**config.mk**
```make
export PLATFORM = sky130hd
export DESIGN_NAME = fmc_regs
export DESIGN_NICKNAME = d
export VERILOG_FILES = /design/src/shared/fmc_pkg.sv /design/src/shared/fmc_bank_if.sv /design/src/rtl/fmc_bank_regs.sv /design/src/rtl/fmc_regs.sv
export VERILOG_INCLUDE_DIRS = /design/src /design/src/shared
export SDC_FILE = /design/constraint.sdc
export NUM_CORES = 1
export LEC_CHECK = 0
export ABC_AREA = 1
export BUFFER_PORTS_ARGS = -buffer_cell sky130_fd_sc_hd__buf_2
export CORE_AREA = 4 4 178 180
export DETAILED_ROUTE_END_ITERATION = 7
export DIE_AREA = 0 0 182 184
export PLACE_DENSITY_LB_ADDON = 0.05
export REMOVE_ABC_BUFFERS = 1
export SETUP_SLACK_MARGIN = 0.5
export SLEW_MARGIN = 15
export SYNTH_ARGS = -nofsm -noshare
export SYNTH_HDL_FRONTEND = slang
export SYNTH_SLANG_ARGS = --single-unit
```
**constraint.sdc**
```tcl
create_clock -name core_clk -period 4.3 [get_ports core_clk]
set_clock_uncertainty 0.05 [all_clocks]
set_input_delay 0.86 -clock core_clk [delete_from_list [all_inputs] [get_ports core_clk]]
set_output_delay 0.86 -clock core_clk [all_outputs]
set_load 0.005 [all_outputs]
```
**src/shared/fmc_cfg.svh**
```systemverilog
// Summary of operation
// - user-mode register access errors, changes nothing
// - reserved fields ignore writes, read zero
// - unimplemented offsets error with no effect
// - upper words banked by bank select
// - bank decode follows configured array size
// - freeze enable gates local-bus debug request
// - debug can clear lock, divider low bits writable
// - freeze, irq enables, bank select always writable
// - emulation writable unlocked; emulation suppresses read termination
// - emulation array write raises access error
// - lock sets once in user mode
// - lock blocks emulation and protection-type writes
// - buffer-empty enable requests irq on flag
// - completion enable requests irq on flag
// - key-write enable writable only with backdoor
// - key-write steers array writes to key path
// - divider low bits write once; bit7 read-only
// - divider byte sets timing tick rate
// - divider loaded reads one after write
`ifndef FMC_CFG_SVH
`define FMC_CFG_SVH

// ----------------------------------------------------------------
// register addresses
// ----------------------------------------------------------------
`define FMC_ADDR_CFG      32'h00d0_0000
`define FMC_ADDR_TEST     32'h00d0_0004
`define FMC_ADDR_SEC      32'h00d0_0008
`define FMC_ADDR_MON      32'h00d0_000c
`define FMC_ADDR_PROT     32'h00d0_0010
`define FMC_ADDR_ACCESS   32'h00d0_0014
`define FMC_ADDR_TSTAT    32'h00d0_0018
`define FMC_ADDR_USTAT    32'h00d0_001c
`define FMC_ADDR_CMD      32'h00d0_0020
`define FMC_ADDR_CTL      32'h00d0_0024
`define FMC_ADDR_DATA     32'h00d0_0028
`define FMC_ADDR_UNIMP_LO 32'h00d0_002c
`define FMC_ADDR_UNIMP_HI 32'h00d0_003c
`define FMC_WIN_LSB       6

// ----------------------------------------------------------------
// module_configuration field positions (within its 16 bits)
// ----------------------------------------------------------------
`define FMC_CFG_FRZ       14
`define FMC_CFG_EME       12
`define FMC_CFG_LOCK      10
`define FMC_CFG_BEIE      7
`define FMC_CFG_COMPLETION_IRQ_ENABLE      6
`define FMC_CFG_KEYW      5
`define FMC_CFG_BANK_SELECT_HI  1
`define FMC_CFG_BANK_SELECT_LO  0

// ----------------------------------------------------------------
// timing_clock_divider fields and security fields
// ----------------------------------------------------------------
`define FMC_DIV_LOADED    7
`define FMC_DIV_PRE8      6
`define FMC_DIV_HI        5
`define FMC_PRE8_MAX      3'h7
`define FMC_SEC_BACKDOOR  31

`endif

```
**src/shared/fmc_pkg.sv**
```systemverilog
package fmc_pkg;
  // array size, sets which register banks the bank select reaches
  typedef enum logic [1:0] {
    FMC_SIZE_128K,
    FMC_SIZE_256K,
    FMC_SIZE_384K,
    FMC_SIZE_512K
  } fmc_size_e;

  // operating mode seen by the write qualifiers
  typedef enum logic [1:0] {
    FMC_MODE_USER,
    FMC_MODE_DEBUG,
    FMC_MODE_TEST
  } fmc_mode_e;

  typedef logic [1:0] fmc_bank_t;
endpackage

```
**src/shared/fmc_bank_if.sv**
```systemverilog
`timescale 1ns/1ps
`default_nettype none
// carries banked protection/access register traffic
interface fmc_bank_if;
  import fmc_pkg::*;
  fmc_bank_t   bankIdx;
  logic        wrProt;
  logic        wrSacc;
  logic        wrDacc;
  logic        locked;
  logic [31:0] wdata;
  logic [15:0] rdProt;
  logic [15:0] rdSacc;
  logic [15:0] rdDacc;

  modport regs (output bankIdx, wrProt, wrSacc, wrDacc, locked, wdata,
                input  rdProt, rdSacc, rdDacc);
  modport bank (input  bankIdx, wrProt, wrSacc, wrDacc, locked, wdata,
                output rdProt, rdSacc, rdDacc);
endinterface
`default_nettype wire

```
**src/rtl/fmc_bank_regs.sv**
```systemverilog
`timescale 1ns/1ps
`default_nettype none
module fmc_bank_regs #(
  parameter int NUM_BANKS = 4
) (
  input  wire logic   core_clk,
  input  wire logic   rstn,
  fmc_bank_if.bank    bif
);
  import fmc_pkg::*;

  logic [15:0] protQ [NUM_BANKS];
  logic [15:0] saccQ [NUM_BANKS];
  logic [15:0] daccQ [NUM_BANKS];

  // ----------------------------------------------------------------
  // one protection/access set per bank
  // ----------------------------------------------------------------
  for (genvar b = 0; b < NUM_BANKS; b++) begin : g_bank
    wire hit = (int'(bif.bankIdx) == b) && !bif.locked;
    always_ff @(posedge core_clk or negedge rstn) begin
      if (!rstn) begin
        protQ[b] <= 16'h0000;
        saccQ[b] <= 16'h0000;
        daccQ[b] <= 16'h0000;
      end else begin
        if (hit && bif.wrProt) protQ[b] <= bif.wdata[31:16];
        if (hit && bif.wrSacc) saccQ[b] <= bif.wdata[31:16];
        if (hit && bif.wrDacc) daccQ[b] <= bif.wdata[15:0];
      end
    end
  end

  // read mux on the selected bank
  assign bif.rdProt = protQ[bif.bankIdx];
  assign bif.rdSacc = saccQ[bif.bankIdx];
  assign bif.rdDacc = daccQ[bif.bankIdx];
endmodule
`default_nettype wire

```
**src/rtl/fmc_regs.sv**
```systemverilog
`timescale 1ns/1ps
`default_nettype none
`include "fmc_cfg.svh"
module fmc_regs #(
  parameter fmc_pkg::fmc_size_e ARRAY_SIZE = fmc_pkg::FMC_SIZE_512K,
  parameter int                 NUM_BANKS  = 4
) (
  input  wire logic                 core_clk,
  input  wire logic                 rstn,
  // core local bus register port
  input  wire logic                 busReq,
  input  wire logic                 busWrite,
  input  wire logic                 busSuper,
  input  wire logic [31:0]          busAddr,
  input  wire logic [3:0]           busByteEn,
  input  wire logic [31:0]          busWdata,
  output logic [31:0]               busRdata,
  output logic                      transferAck,
  output logic                      transferErrAck,
  // mode inputs
  input  wire logic                 debugReq,
  input  wire logic                 testModePin,
  // state from the security and flash core
  input  wire logic [31:0]          securityWord,
  input  wire logic [31:0]          monitorData,
  input  wire logic [NUM_BANKS-1:0] bufferEmptyFlag,
  input  wire logic [NUM_BANKS-1:0] completionFlag,
  input  wire logic [31:0]          coreRdata,
  // banked core register pass-through
  output logic                      coreWrStb,
  output logic                      coreRdStb,
  output logic [5:0]                coreOffset,
  output fmc_pkg::fmc_bank_t        coreBank,
  output logic [31:0]               coreWdata,
  output logic [3:0]                coreByteEn,
  // array write steering
  input  wire logic                 arrayWrReq,
  output logic                      arrayReadTerm,
  output logic                      keyWriteStb,
  output logic                      cmdWriteStb,
  output logic                      accessErrSet,
  // status to the rest of the module
  output logic                      debugMode,
  output logic                      timingTick,
  output logic                      irqReq
);
  import fmc_pkg::*;

  // ----------------------------------------------------------------
  // mode decode
  // ----------------------------------------------------------------
  logic      testSync1Q;
  logic      testSync2Q;
  fmc_mode_e mode;
  logic      freeMode;

  // test strap comes from a pin, so two flops first
  always_ff @(posedge core_clk or negedge rstn) begin
    if (!rstn) begin
      testSync1Q <= 1'b0;
      testSync2Q <= 1'b0;
    end else begin
      testSync1Q <= testModePin;
      testSync2Q <= testSync1Q;
    end
  end

  logic frzQ;
  logic emeQ;
  logic lockQ;
  logic beieQ;
  logic ccieQ;
  logic keywQ;
  fmc_bank_t bkselQ;

  wire inDebug = frzQ && debugReq;
  assign mode = testSync2Q ? FMC_MODE_TEST :
                inDebug    ? FMC_MODE_DEBUG : FMC_MODE_USER;
  assign freeMode = (mode != FMC_MODE_USER);

  // ----------------------------------------------------------------
  // address decode
  // ----------------------------------------------------------------
  wire inWin    = (busAddr[31:`FMC_WIN_LSB] == `FMC_ADDR_CFG >> `FMC_WIN_LSB);
  wire [31:0] wordAddr = {busAddr[31:2], 2'b00};
  wire hitCfg   = inWin && (wordAddr == `FMC_ADDR_CFG);
  wire hitTest  = inWin && (wordAddr == `FMC_ADDR_TEST);
  wire hitSec   = inWin && (wordAddr == `FMC_ADDR_SEC);
  wire hitMon   = inWin && (wordAddr == `FMC_ADDR_MON);
  wire hitProt  = inWin && (wordAddr == `FMC_ADDR_PROT);
  wire hitAcc   = inWin && (wordAddr == `FMC_ADDR_ACCESS);
  wire hitCore  = inWin && (wordAddr >= `FMC_ADDR_TSTAT) &&
                  (wordAddr <= `FMC_ADDR_DATA);
  wire hitUnimp = inWin && (wordAddr >= `FMC_ADDR_UNIMP_LO) &&
                  (wordAddr <= `FMC_ADDR_UNIMP_HI);

  // errors: user mode, unimplemented, test register outside test mode
  wire errUser  = !busSuper;
  wire errTest  = hitTest && (mode != FMC_MODE_TEST);
  wire access_error_flag   = busReq && inWin && (errUser || hitUnimp || errTest);
  wire accOk    = busReq && inWin && !access_error_flag;
  wire wrOk     = accOk && busWrite;

  // byte lane qualified write strobes
  wire wrCfg    = wrOk && hitCfg && busByteEn[3] && busByteEn[2];
  wire wrDiv    = wrOk && hitCfg && busByteEn[1];
  wire wrTest   = wrOk && hitTest && busByteEn[3] && busByteEn[2];
  wire wrProtS  = wrOk && hitProt && busByteEn[3] && busByteEn[2];
  wire wrSaccS  = wrOk && hitAcc && busByteEn[3] && busByteEn[2];
  wire wrDaccS  = wrOk && hitAcc && busByteEn[1] && busByteEn[0];

  // ----------------------------------------------------------------
  // bank select decode
  // ----------------------------------------------------------------
  fmc_bank_t bankIdx;
  always_comb begin
    case (ARRAY_SIZE)
      FMC_SIZE_128K: bankIdx = 2'b00;
      FMC_SIZE_256K: bankIdx = {1'b0, bkselQ[0]};
      FMC_SIZE_384K: bankIdx = (bkselQ == 2'b11) ? 2'b10 : bkselQ;
      FMC_SIZE_512K: bankIdx = bkselQ;
      default:       bankIdx = 2'b00;
    endcase
  end

  // ----------------------------------------------------------------
  // module_configuration
  // ----------------------------------------------------------------
  wire [15:0] cfgW      = busWdata[31:16];
  wire        lockSetOk = freeMode || !lockQ;
  wire        lockNext  = freeMode ? cfgW[`FMC_CFG_LOCK]
                                   : (lockQ | cfgW[`FMC_CFG_LOCK]);
  wire        backdoor  = securityWord[`FMC_SEC_BACKDOOR];

  // configuration bits; emulation, lock and key-write each with its own write qualifier
  always_ff @(posedge core_clk or negedge rstn) begin
    if (!rstn) begin
      frzQ   <= 1'b0;
      emeQ   <= 1'b0;
      lockQ  <= 1'b0;
      beieQ  <= 1'b0;
      ccieQ  <= 1'b0;
      keywQ  <= 1'b0;
      bkselQ <= 2'b00;
    end else if (wrCfg) begin
      frzQ   <= cfgW[`FMC_CFG_FRZ];
      beieQ  <= cfgW[`FMC_CFG_BEIE];
      ccieQ  <= cfgW[`FMC_CFG_COMPLETION_IRQ_ENABLE];
      bkselQ <= cfgW[`FMC_CFG_BANK_SELECT_HI:`FMC_CFG_BANK_SELECT_LO];
      if (!lockQ) emeQ <= cfgW[`FMC_CFG_EME];
      if (lockSetOk) lockQ <= lockNext;
      if (backdoor) keywQ <= cfgW[`FMC_CFG_KEYW];
    end
  end

  wire [15:0] cfgRd = 16'((32'(frzQ)   << `FMC_CFG_FRZ)  |
                          (32'(emeQ)   << `FMC_CFG_EME)  |
                          (32'(lockQ)  << `FMC_CFG_LOCK) |
                          (32'(beieQ)  << `FMC_CFG_BEIE) |
                          (32'(ccieQ)  << `FMC_CFG_COMPLETION_IRQ_ENABLE) |
                          (32'(keywQ)  << `FMC_CFG_KEYW) |
                          32'(bkselQ));

  // ----------------------------------------------------------------
  // timing_clock_divider, low bits write-once in user mode
  // ----------------------------------------------------------------
  logic       divLoadedQ;
  logic [6:0] divQ;
  wire        divWrOk = wrDiv && (freeMode || !divLoadedQ);

  always_ff @(posedge core_clk or negedge rstn) begin
    if (!rstn) begin
      divLoadedQ <= 1'b0;
      divQ       <= 7'h00;
    end else if (divWrOk) begin
      divLoadedQ <= 1'b1;
      divQ       <= busWdata[14:8];
    end
  end

  wire [7:0] divRd = {divLoadedQ, divQ};

  // ----------------------------------------------------------------
  // derived timing tick: clock / (8 if prescaled) / (div + 1)
  // ----------------------------------------------------------------
  logic [2:0] preCntQ;
  logic [5:0] divCntQ;
  logic       tickQ;
  wire        preDone = !divQ[`FMC_DIV_PRE8] || (preCntQ == `FMC_PRE8_MAX);
  wire        divDone = preDone && (divCntQ == divQ[`FMC_DIV_HI:0]);

  // counters restart while the divider has never been loaded
  always_ff @(posedge core_clk or negedge rstn) begin
    if (!rstn) begin
      preCntQ <= 3'h0;
      divCntQ <= 6'h00;
      tickQ   <= 1'b0;
    end else begin
      preCntQ <= (preDone || !divLoadedQ) ? 3'h0 : preCntQ + 3'h1;
      if (!divLoadedQ || divDone) divCntQ <= 6'h00;
      else if (preDone) divCntQ <= divCntQ + 6'h01;
      tickQ   <= divLoadedQ && divDone;
    end
  end

  // ----------------------------------------------------------------
  // factory test register, reachable in test mode only
  // ----------------------------------------------------------------
  logic [15:0] testQ;
  always_ff @(posedge core_clk or negedge rstn) begin
    if (!rstn) testQ <= 16'h0000;
    else if (wrTest) testQ <= busWdata[31:16];
  end

  // ----------------------------------------------------------------
  // banked protection and access registers
  // ----------------------------------------------------------------
  fmc_bank_if bif ();
  assign bif.bankIdx = bankIdx;
  assign bif.locked  = lockQ;
  assign bif.wrProt  = wrProtS;
  assign bif.wrSacc  = wrSaccS;
  assign bif.wrDacc  = wrDaccS;
  assign bif.wdata   = busWdata;

  fmc_bank_regs #(
    .NUM_BANKS (NUM_BANKS)
  ) u_bank (
    .core_clk (core_clk),
    .rstn     (rstn),
    .bif      (bif)
  );

  // ----------------------------------------------------------------
  // read data selection, reserved fields read zero
  // ----------------------------------------------------------------
  logic [31:0] rdMux;
  always_comb begin
    rdMux = 32'h0000_0000;
    if (hitCfg)  rdMux = {cfgRd, divRd, 8'h00};
    if (hitTest) rdMux = {testQ, 16'h0000};
    if (hitSec)  rdMux = securityWord;
    if (hitMon)  rdMux = monitorData;
    if (hitProt) rdMux = {bif.rdProt, 16'h0000};
    if (hitAcc)  rdMux = {bif.rdSacc, bif.rdDacc};
    if (hitCore) rdMux = coreRdata;
  end

  // ----------------------------------------------------------------
  // bus answer, one cycle after the request
  // ----------------------------------------------------------------
  always_ff @(posedge core_clk or negedge rstn) begin
    if (!rstn) begin
      transferAck    <= 1'b0;
      transferErrAck <= 1'b0;
      busRdata       <= 32'h0000_0000;
    end else begin
      transferAck    <= accOk;
      transferErrAck <= access_error_flag;
      busRdata       <= (accOk && !busWrite) ? rdMux : 32'h0000_0000;
    end
  end

  // banked core registers forwarded with the decoded bank
  always_ff @(posedge core_clk or negedge rstn) begin
    if (!rstn) begin
      coreWrStb  <= 1'b0;
      coreRdStb  <= 1'b0;
      coreOffset <= 6'h00;
      coreBank   <= 2'b00;
      coreWdata  <= 32'h0000_0000;
      coreByteEn <= 4'h0;
    end else begin
      coreWrStb  <= accOk && hitCore && busWrite;
      coreRdStb  <= accOk && hitCore && !busWrite;
      coreOffset <= busAddr[`FMC_WIN_LSB-1:0];
      coreBank   <= bankIdx;
      coreWdata  <= busWdata;
      coreByteEn <= busByteEn;
    end
  end

  // ----------------------------------------------------------------
  // array write steering, emulation and interrupt request
  // ----------------------------------------------------------------
  wire flagEmpty = bufferEmptyFlag[bankIdx];
  wire flagDone  = completionFlag[bankIdx];

  always_ff @(posedge core_clk or negedge rstn) begin
    if (!rstn) begin
      arrayReadTerm <= 1'b1;
      keyWriteStb   <= 1'b0;
      cmdWriteStb   <= 1'b0;
      accessErrSet  <= 1'b0;
      debugMode     <= 1'b0;
      timingTick    <= 1'b0;
      irqReq        <= 1'b0;
    end else begin
      arrayReadTerm <= !emeQ;
      accessErrSet  <= arrayWrReq && emeQ;
      keyWriteStb   <= arrayWrReq && !emeQ && keywQ;
      cmdWriteStb   <= arrayWrReq && !emeQ && !keywQ;
      debugMode     <= inDebug;
      timingTick    <= tickQ;
      irqReq        <= (beieQ && flagEmpty) ||
                       (ccieQ && flagDone);
    end
  end
endmodule
`default_nettype wire

```
==> flow_summary.toml <==
[layout]
num-nets-final = 2177
drive_gt1_frac = 0.202
synthToLayoutAreaGrowth_pct = 20.0
final_common_cell = "sky130_fd_sc_hd__nand2_1"
layout.filler_cells = 2812
most_used_cells_in_the_layout_excluding_fill_and_tap_cells = "sky130_fd_sc_hd__nand2_1 (585), sky130_fd_sc_hd__dfrtp_1 (322), sky130_fd_sc_hd__buf_2 (265), sky130_fd_sc_hd__nand4_1 (140), sky130_fd_sc_hd__nor2_1 (104)"

[yosys]
netlist_top_cells_area = "sky130_fd_sc_hd__dfrtp_1 (54%), sky130_fd_sc_hd__nand2_1 (15%), sky130_fd_sc_hd__nand4_1 (5.9%)"
mean_post_synth_cell_area_um2 = 8.45
async_reset_ff_frac = 1.00
ys_types = 45
ys.flop_type = "sky130_fd_sc_hd__dfrtp_1"
synth_cells = 1761
yosys.area.top_type_share = 0.541
synth.yosys.warnings = 0
post_synth_fa_ha_maj_area_fraction = 0.00252
synthXorXnorAreaFrac = 0.00177
synth_top_cell_by_area = "sky130_fd_sc_hd__dfrtp_1"
mappedNetlistArea_mm2 = 0.0149
synthSimpleGateAreaFrac = 0.282
synth.mux.area_fraction = 0
combinational_family_with_the_most_area_after_synthesis = "simple AND/OR/NAND/NOR gates"
synth_sequential_area_ratio = 0.543
synth_enable_flop_cells = 0
synth_compound_gate_area_share = 0.111
synth.ff_latch_count = 323

[floorplanning]
io_pins = 267
site_row_count = 64
floorplan.die_area_mm2 = 0.0335
die_x_um = 182
chipHeight_um = 184
floorplan.initialDensity = 0.493
floorplan.core_area_mm2 = 0.0302

[setup_path]
worst-path-max-fanout = 41
critPathKind = "in2reg"
crit_path_start_kind = "primary input"
worst_setup_path_end_kind = "flip-flop"
cp_data_arrival_time_ps = 3490
critical_path_required_ps = 4640

[pwr]
power.static_leakage_nw = 9.35
power_switching_mw = 1.43
sequentialPowerShare = 0.467
cell_internal_pwr_mw = 5.14
peakVddDrop_uv = 276
comb_power_share = 0.042
clock_power_share = 0.490
swShare = 0.217
p_per_area_mw_per_mm2 = 368
total_power_mw = 6.56

[grt]
met3_usage_grt = 0.0532
grt_first_pass_wirelength_mm = 73.2
grt_max_degree = 92
first_global_vias = 13198
use_met2 = 0.419
grtUsageMet1 = 0.398
grt_remaining_overflow = 0
antenna_found_initial = 1
overall_global_routing_usage = 0.272
gr-max-usage-layer = "met2"

[cts]
tritoncts = "done"
post_cts_resize_count = 0
cts_root_buf = "sky130_fd_sc_hd__clkbuf_16"
number_of_buffers_between_clock_root_and_the_deepest_sink = 3
cts-htree-levels = 2
clk_latency_ps = 510
number_of_clock_sinks = 323
cts.repair_timing.setup_buffer_count = 0
numCtsBuffers = 36
cts_hold_repair.buffers = 0
clk_pin_slew_worst_paths_ps = 60

[timing]
layout_min_cycle_time_ps = 3150
tightestPinTransition_ps = 739
setup-violations-final = 0
finalHoldViolCount = 0
rel_slew_slack = 0.505
tns_ps = 0
layout_worst_path_cycle_share = 0.733
grt_setup_unrepaired = "no"
final_slew_viol_count = 0
max_clock_freq_mhz = 317

[route]
drc = 0
first_iter_violations = 1293
route.vias.total = 13485
wl_per_cell_um = 19.2
vias_per_cell = 5.58
routed_wirelength_mm = 46.4
dr.pass1.iters = 6
antenna_left = 0

[run_status]
run_status = "finished clean"

[run]
max_capacitance_violation_count = 0

[placement]
buffer_ports.inserted = 266
global_placer_s_final_weighted_congestion = 0.905
place.detailed.hpwl_mm = 30.5

[hold_path]
min_path_type = "in2async"
[final timing paths]
check	from	to	slack, ps	depth (start not counted)
setup / recovery	busAddr[9]	u_bank.daccQ[13]	1150	11
hold / removal	rstn	testQ[1]	270	1
setup reg to reg	bankIdx[1]	u_bank.saccQ[26]	1350	7
hold reg to reg	tickQ	timingTick	300	0
max in group asynchronous	rstn	u_bank.daccQ[52]	3010	2
min in group core_clk	tickQ	timingTick	300	0
[power groups by stage]
| stage | Combinational [mW] | Clock [mW] | Sequential, mW |
|---|---|---|---|
| after floorplan | 0.0486 | 0 | 3.13 |
| after global placement | 0.282 | 0 | 3.12 |
| after detailed placement | 0.281 | 0 | 3.12 |
| after CTS | 0.283 | 3.28 | 3.07 |
| after global routing | 0.311 | 3.41 | 3.07 |
| final | 0.278 | 3.22 | 3.07 |
[cell families after synthesis]
| group | count (synthesis) |
|---|---|
| AND/OR/NAND/NOR | 940 |
| flip-flops | 323 |
| AO/OA/AOI/OAI | 281 |
| buffers and inverters | 211 |
| XOR/XNOR | 3 |
| adder cells (fa/ha/maj) | 3 |
[critical path, stage by stage]
cell and delay (ps):
sky130_fd_sc_hd__buf_2 110, sky130_fd_sc_hd__nor2_2 120, sky130_fd_sc_hd__nand2_1 90, sky130_fd_sc_hd__nor2_2 170, sky130_fd_sc_hd__nand2_2 150, sky130_fd_sc_hd__nor2_8 210
sky130_fd_sc_hd__nand3_2 350, sky130_fd_sc_hd__nor2_8 610, sky130_fd_sc_hd__nand3_2 540, sky130_fd_sc_hd__nand2_1 210, sky130_fd_sc_hd__nand2_1 70
[synthesized netlist by cell type (2+ instances only)]
| master | number |
|---|---|
| sky130_fd_sc_hd__a22oi_1 | 6 |
| sky130_fd_sc_hd__a31oi_1 | 8 |
| sky130_fd_sc_hd__buf_4 | 15 |
| sky130_fd_sc_hd__or3_1 | 7 |
| sky130_fd_sc_hd__buf_1 | 3 |
| sky130_fd_sc_hd__nor2_8 | 2 |
| sky130_fd_sc_hd__dfrtp_1 | 322 |
| sky130_fd_sc_hd__o21ai_1 | 86 |
| sky130_fd_sc_hd__nand4_2 | 2 |
| sky130_fd_sc_hd__nor2_1 | 108 |
| sky130_fd_sc_hd__nand2_2 | 2 |
| sky130_fd_sc_hd__o211ai_1 | 8 |
| sky130_fd_sc_hd__nor2_2 | 8 |
| sky130_fd_sc_hd__nand3_1 | 45 |
| sky130_fd_sc_hd__nand2_1 | 588 |
| sky130_fd_sc_hd__o31ai_1 | 14 |
| sky130_fd_sc_hd__a21oi_1 | 21 |
| sky130_fd_sc_hd__inv_1 | 102 |
| sky130_fd_sc_hd__o22ai_1 | 80 |
| sky130_fd_sc_hd__nand3b_1 | 3 |
| sky130_fd_sc_hd__nor3_1 | 12 |
| sky130_fd_sc_hd__xnor2_1 | 2 |
| sky130_fd_sc_hd__clkbuf_1 | 67 |
| sky130_fd_sc_hd__nand4_1 | 140 |
| sky130_fd_sc_hd__nor2_4 | 5 |
| sky130_fd_sc_hd__nand3_2 | 14 |
| sky130_fd_sc_hd__ha_1 | 3 |
| sky130_fd_sc_hd__o221ai_1 | 3 |
| sky130_fd_sc_hd__buf_2 | 23 |
| sky130_fd_sc_hd__o21ai_0 | 38 |
| sky130_fd_sc_hd__o22a_1 | 4 |
| sky130_fd_sc_hd__o311ai_0 | 7 |
[layout make-up]
type / instances / area [um2] / share of cell area
sequential: 323 / 8080 / 0.453
timing repair buffer: 303 / 1680 / 0.0942
clock inverter: 12 / 174 / 0.00974
antenna: 1 / 2.50 / 0.000140
multi-input combinational: 1227 / 5960 / 0.334
inverter: 103 / 387 / 0.0217
clock buffer: 50 / 1080 / 0.0603
tap: 396 / 495 / 0.0277
[state kept, by name, summed over array words and instances, names as in the netlist, 2 cells and up]
name / count
u_bank.saccQ: 64
busRdata: 32
coreWdata: 32
divQ: 7
coreByteEn: 4
divCntQ: 6
testQ: 16
coreOffset: 6
bankIdx: 2
preCntQ: 3
coreBank: 2
u_bank.daccQ: 64
u_bank.protQ: 64
[metrics by stage]
step / hold WS (ps) / setup slack (ps) / util / cell area [um2] / std cells
6_report: 266 / 1150 / 0.592 / 17900 / 2415
2_1_floorplan: 281 / 565 / - / 14400 / 1653
3_5_place_dp: 290 / 665 / 0.550 / 16600 / 2352
5_1_grt: 313 / 886 / 0.592 / 17900 / 2415
4_1_cts: 296 / 1200 / 0.591 / 17900 / 2414
3_3_place_gp: 282 / 735 / 0.550 / 16600 / 2352
[layer usage]
metal / share of wire / up-vias
met2: 0.45 / 573
met5: 0 / -
met3: 0.082 / 76
li1: - / 6419
met4: 0.024 / 0
met1: 0.45 / 6417
No activity file was read; power rests on OpenSTA's default activity.
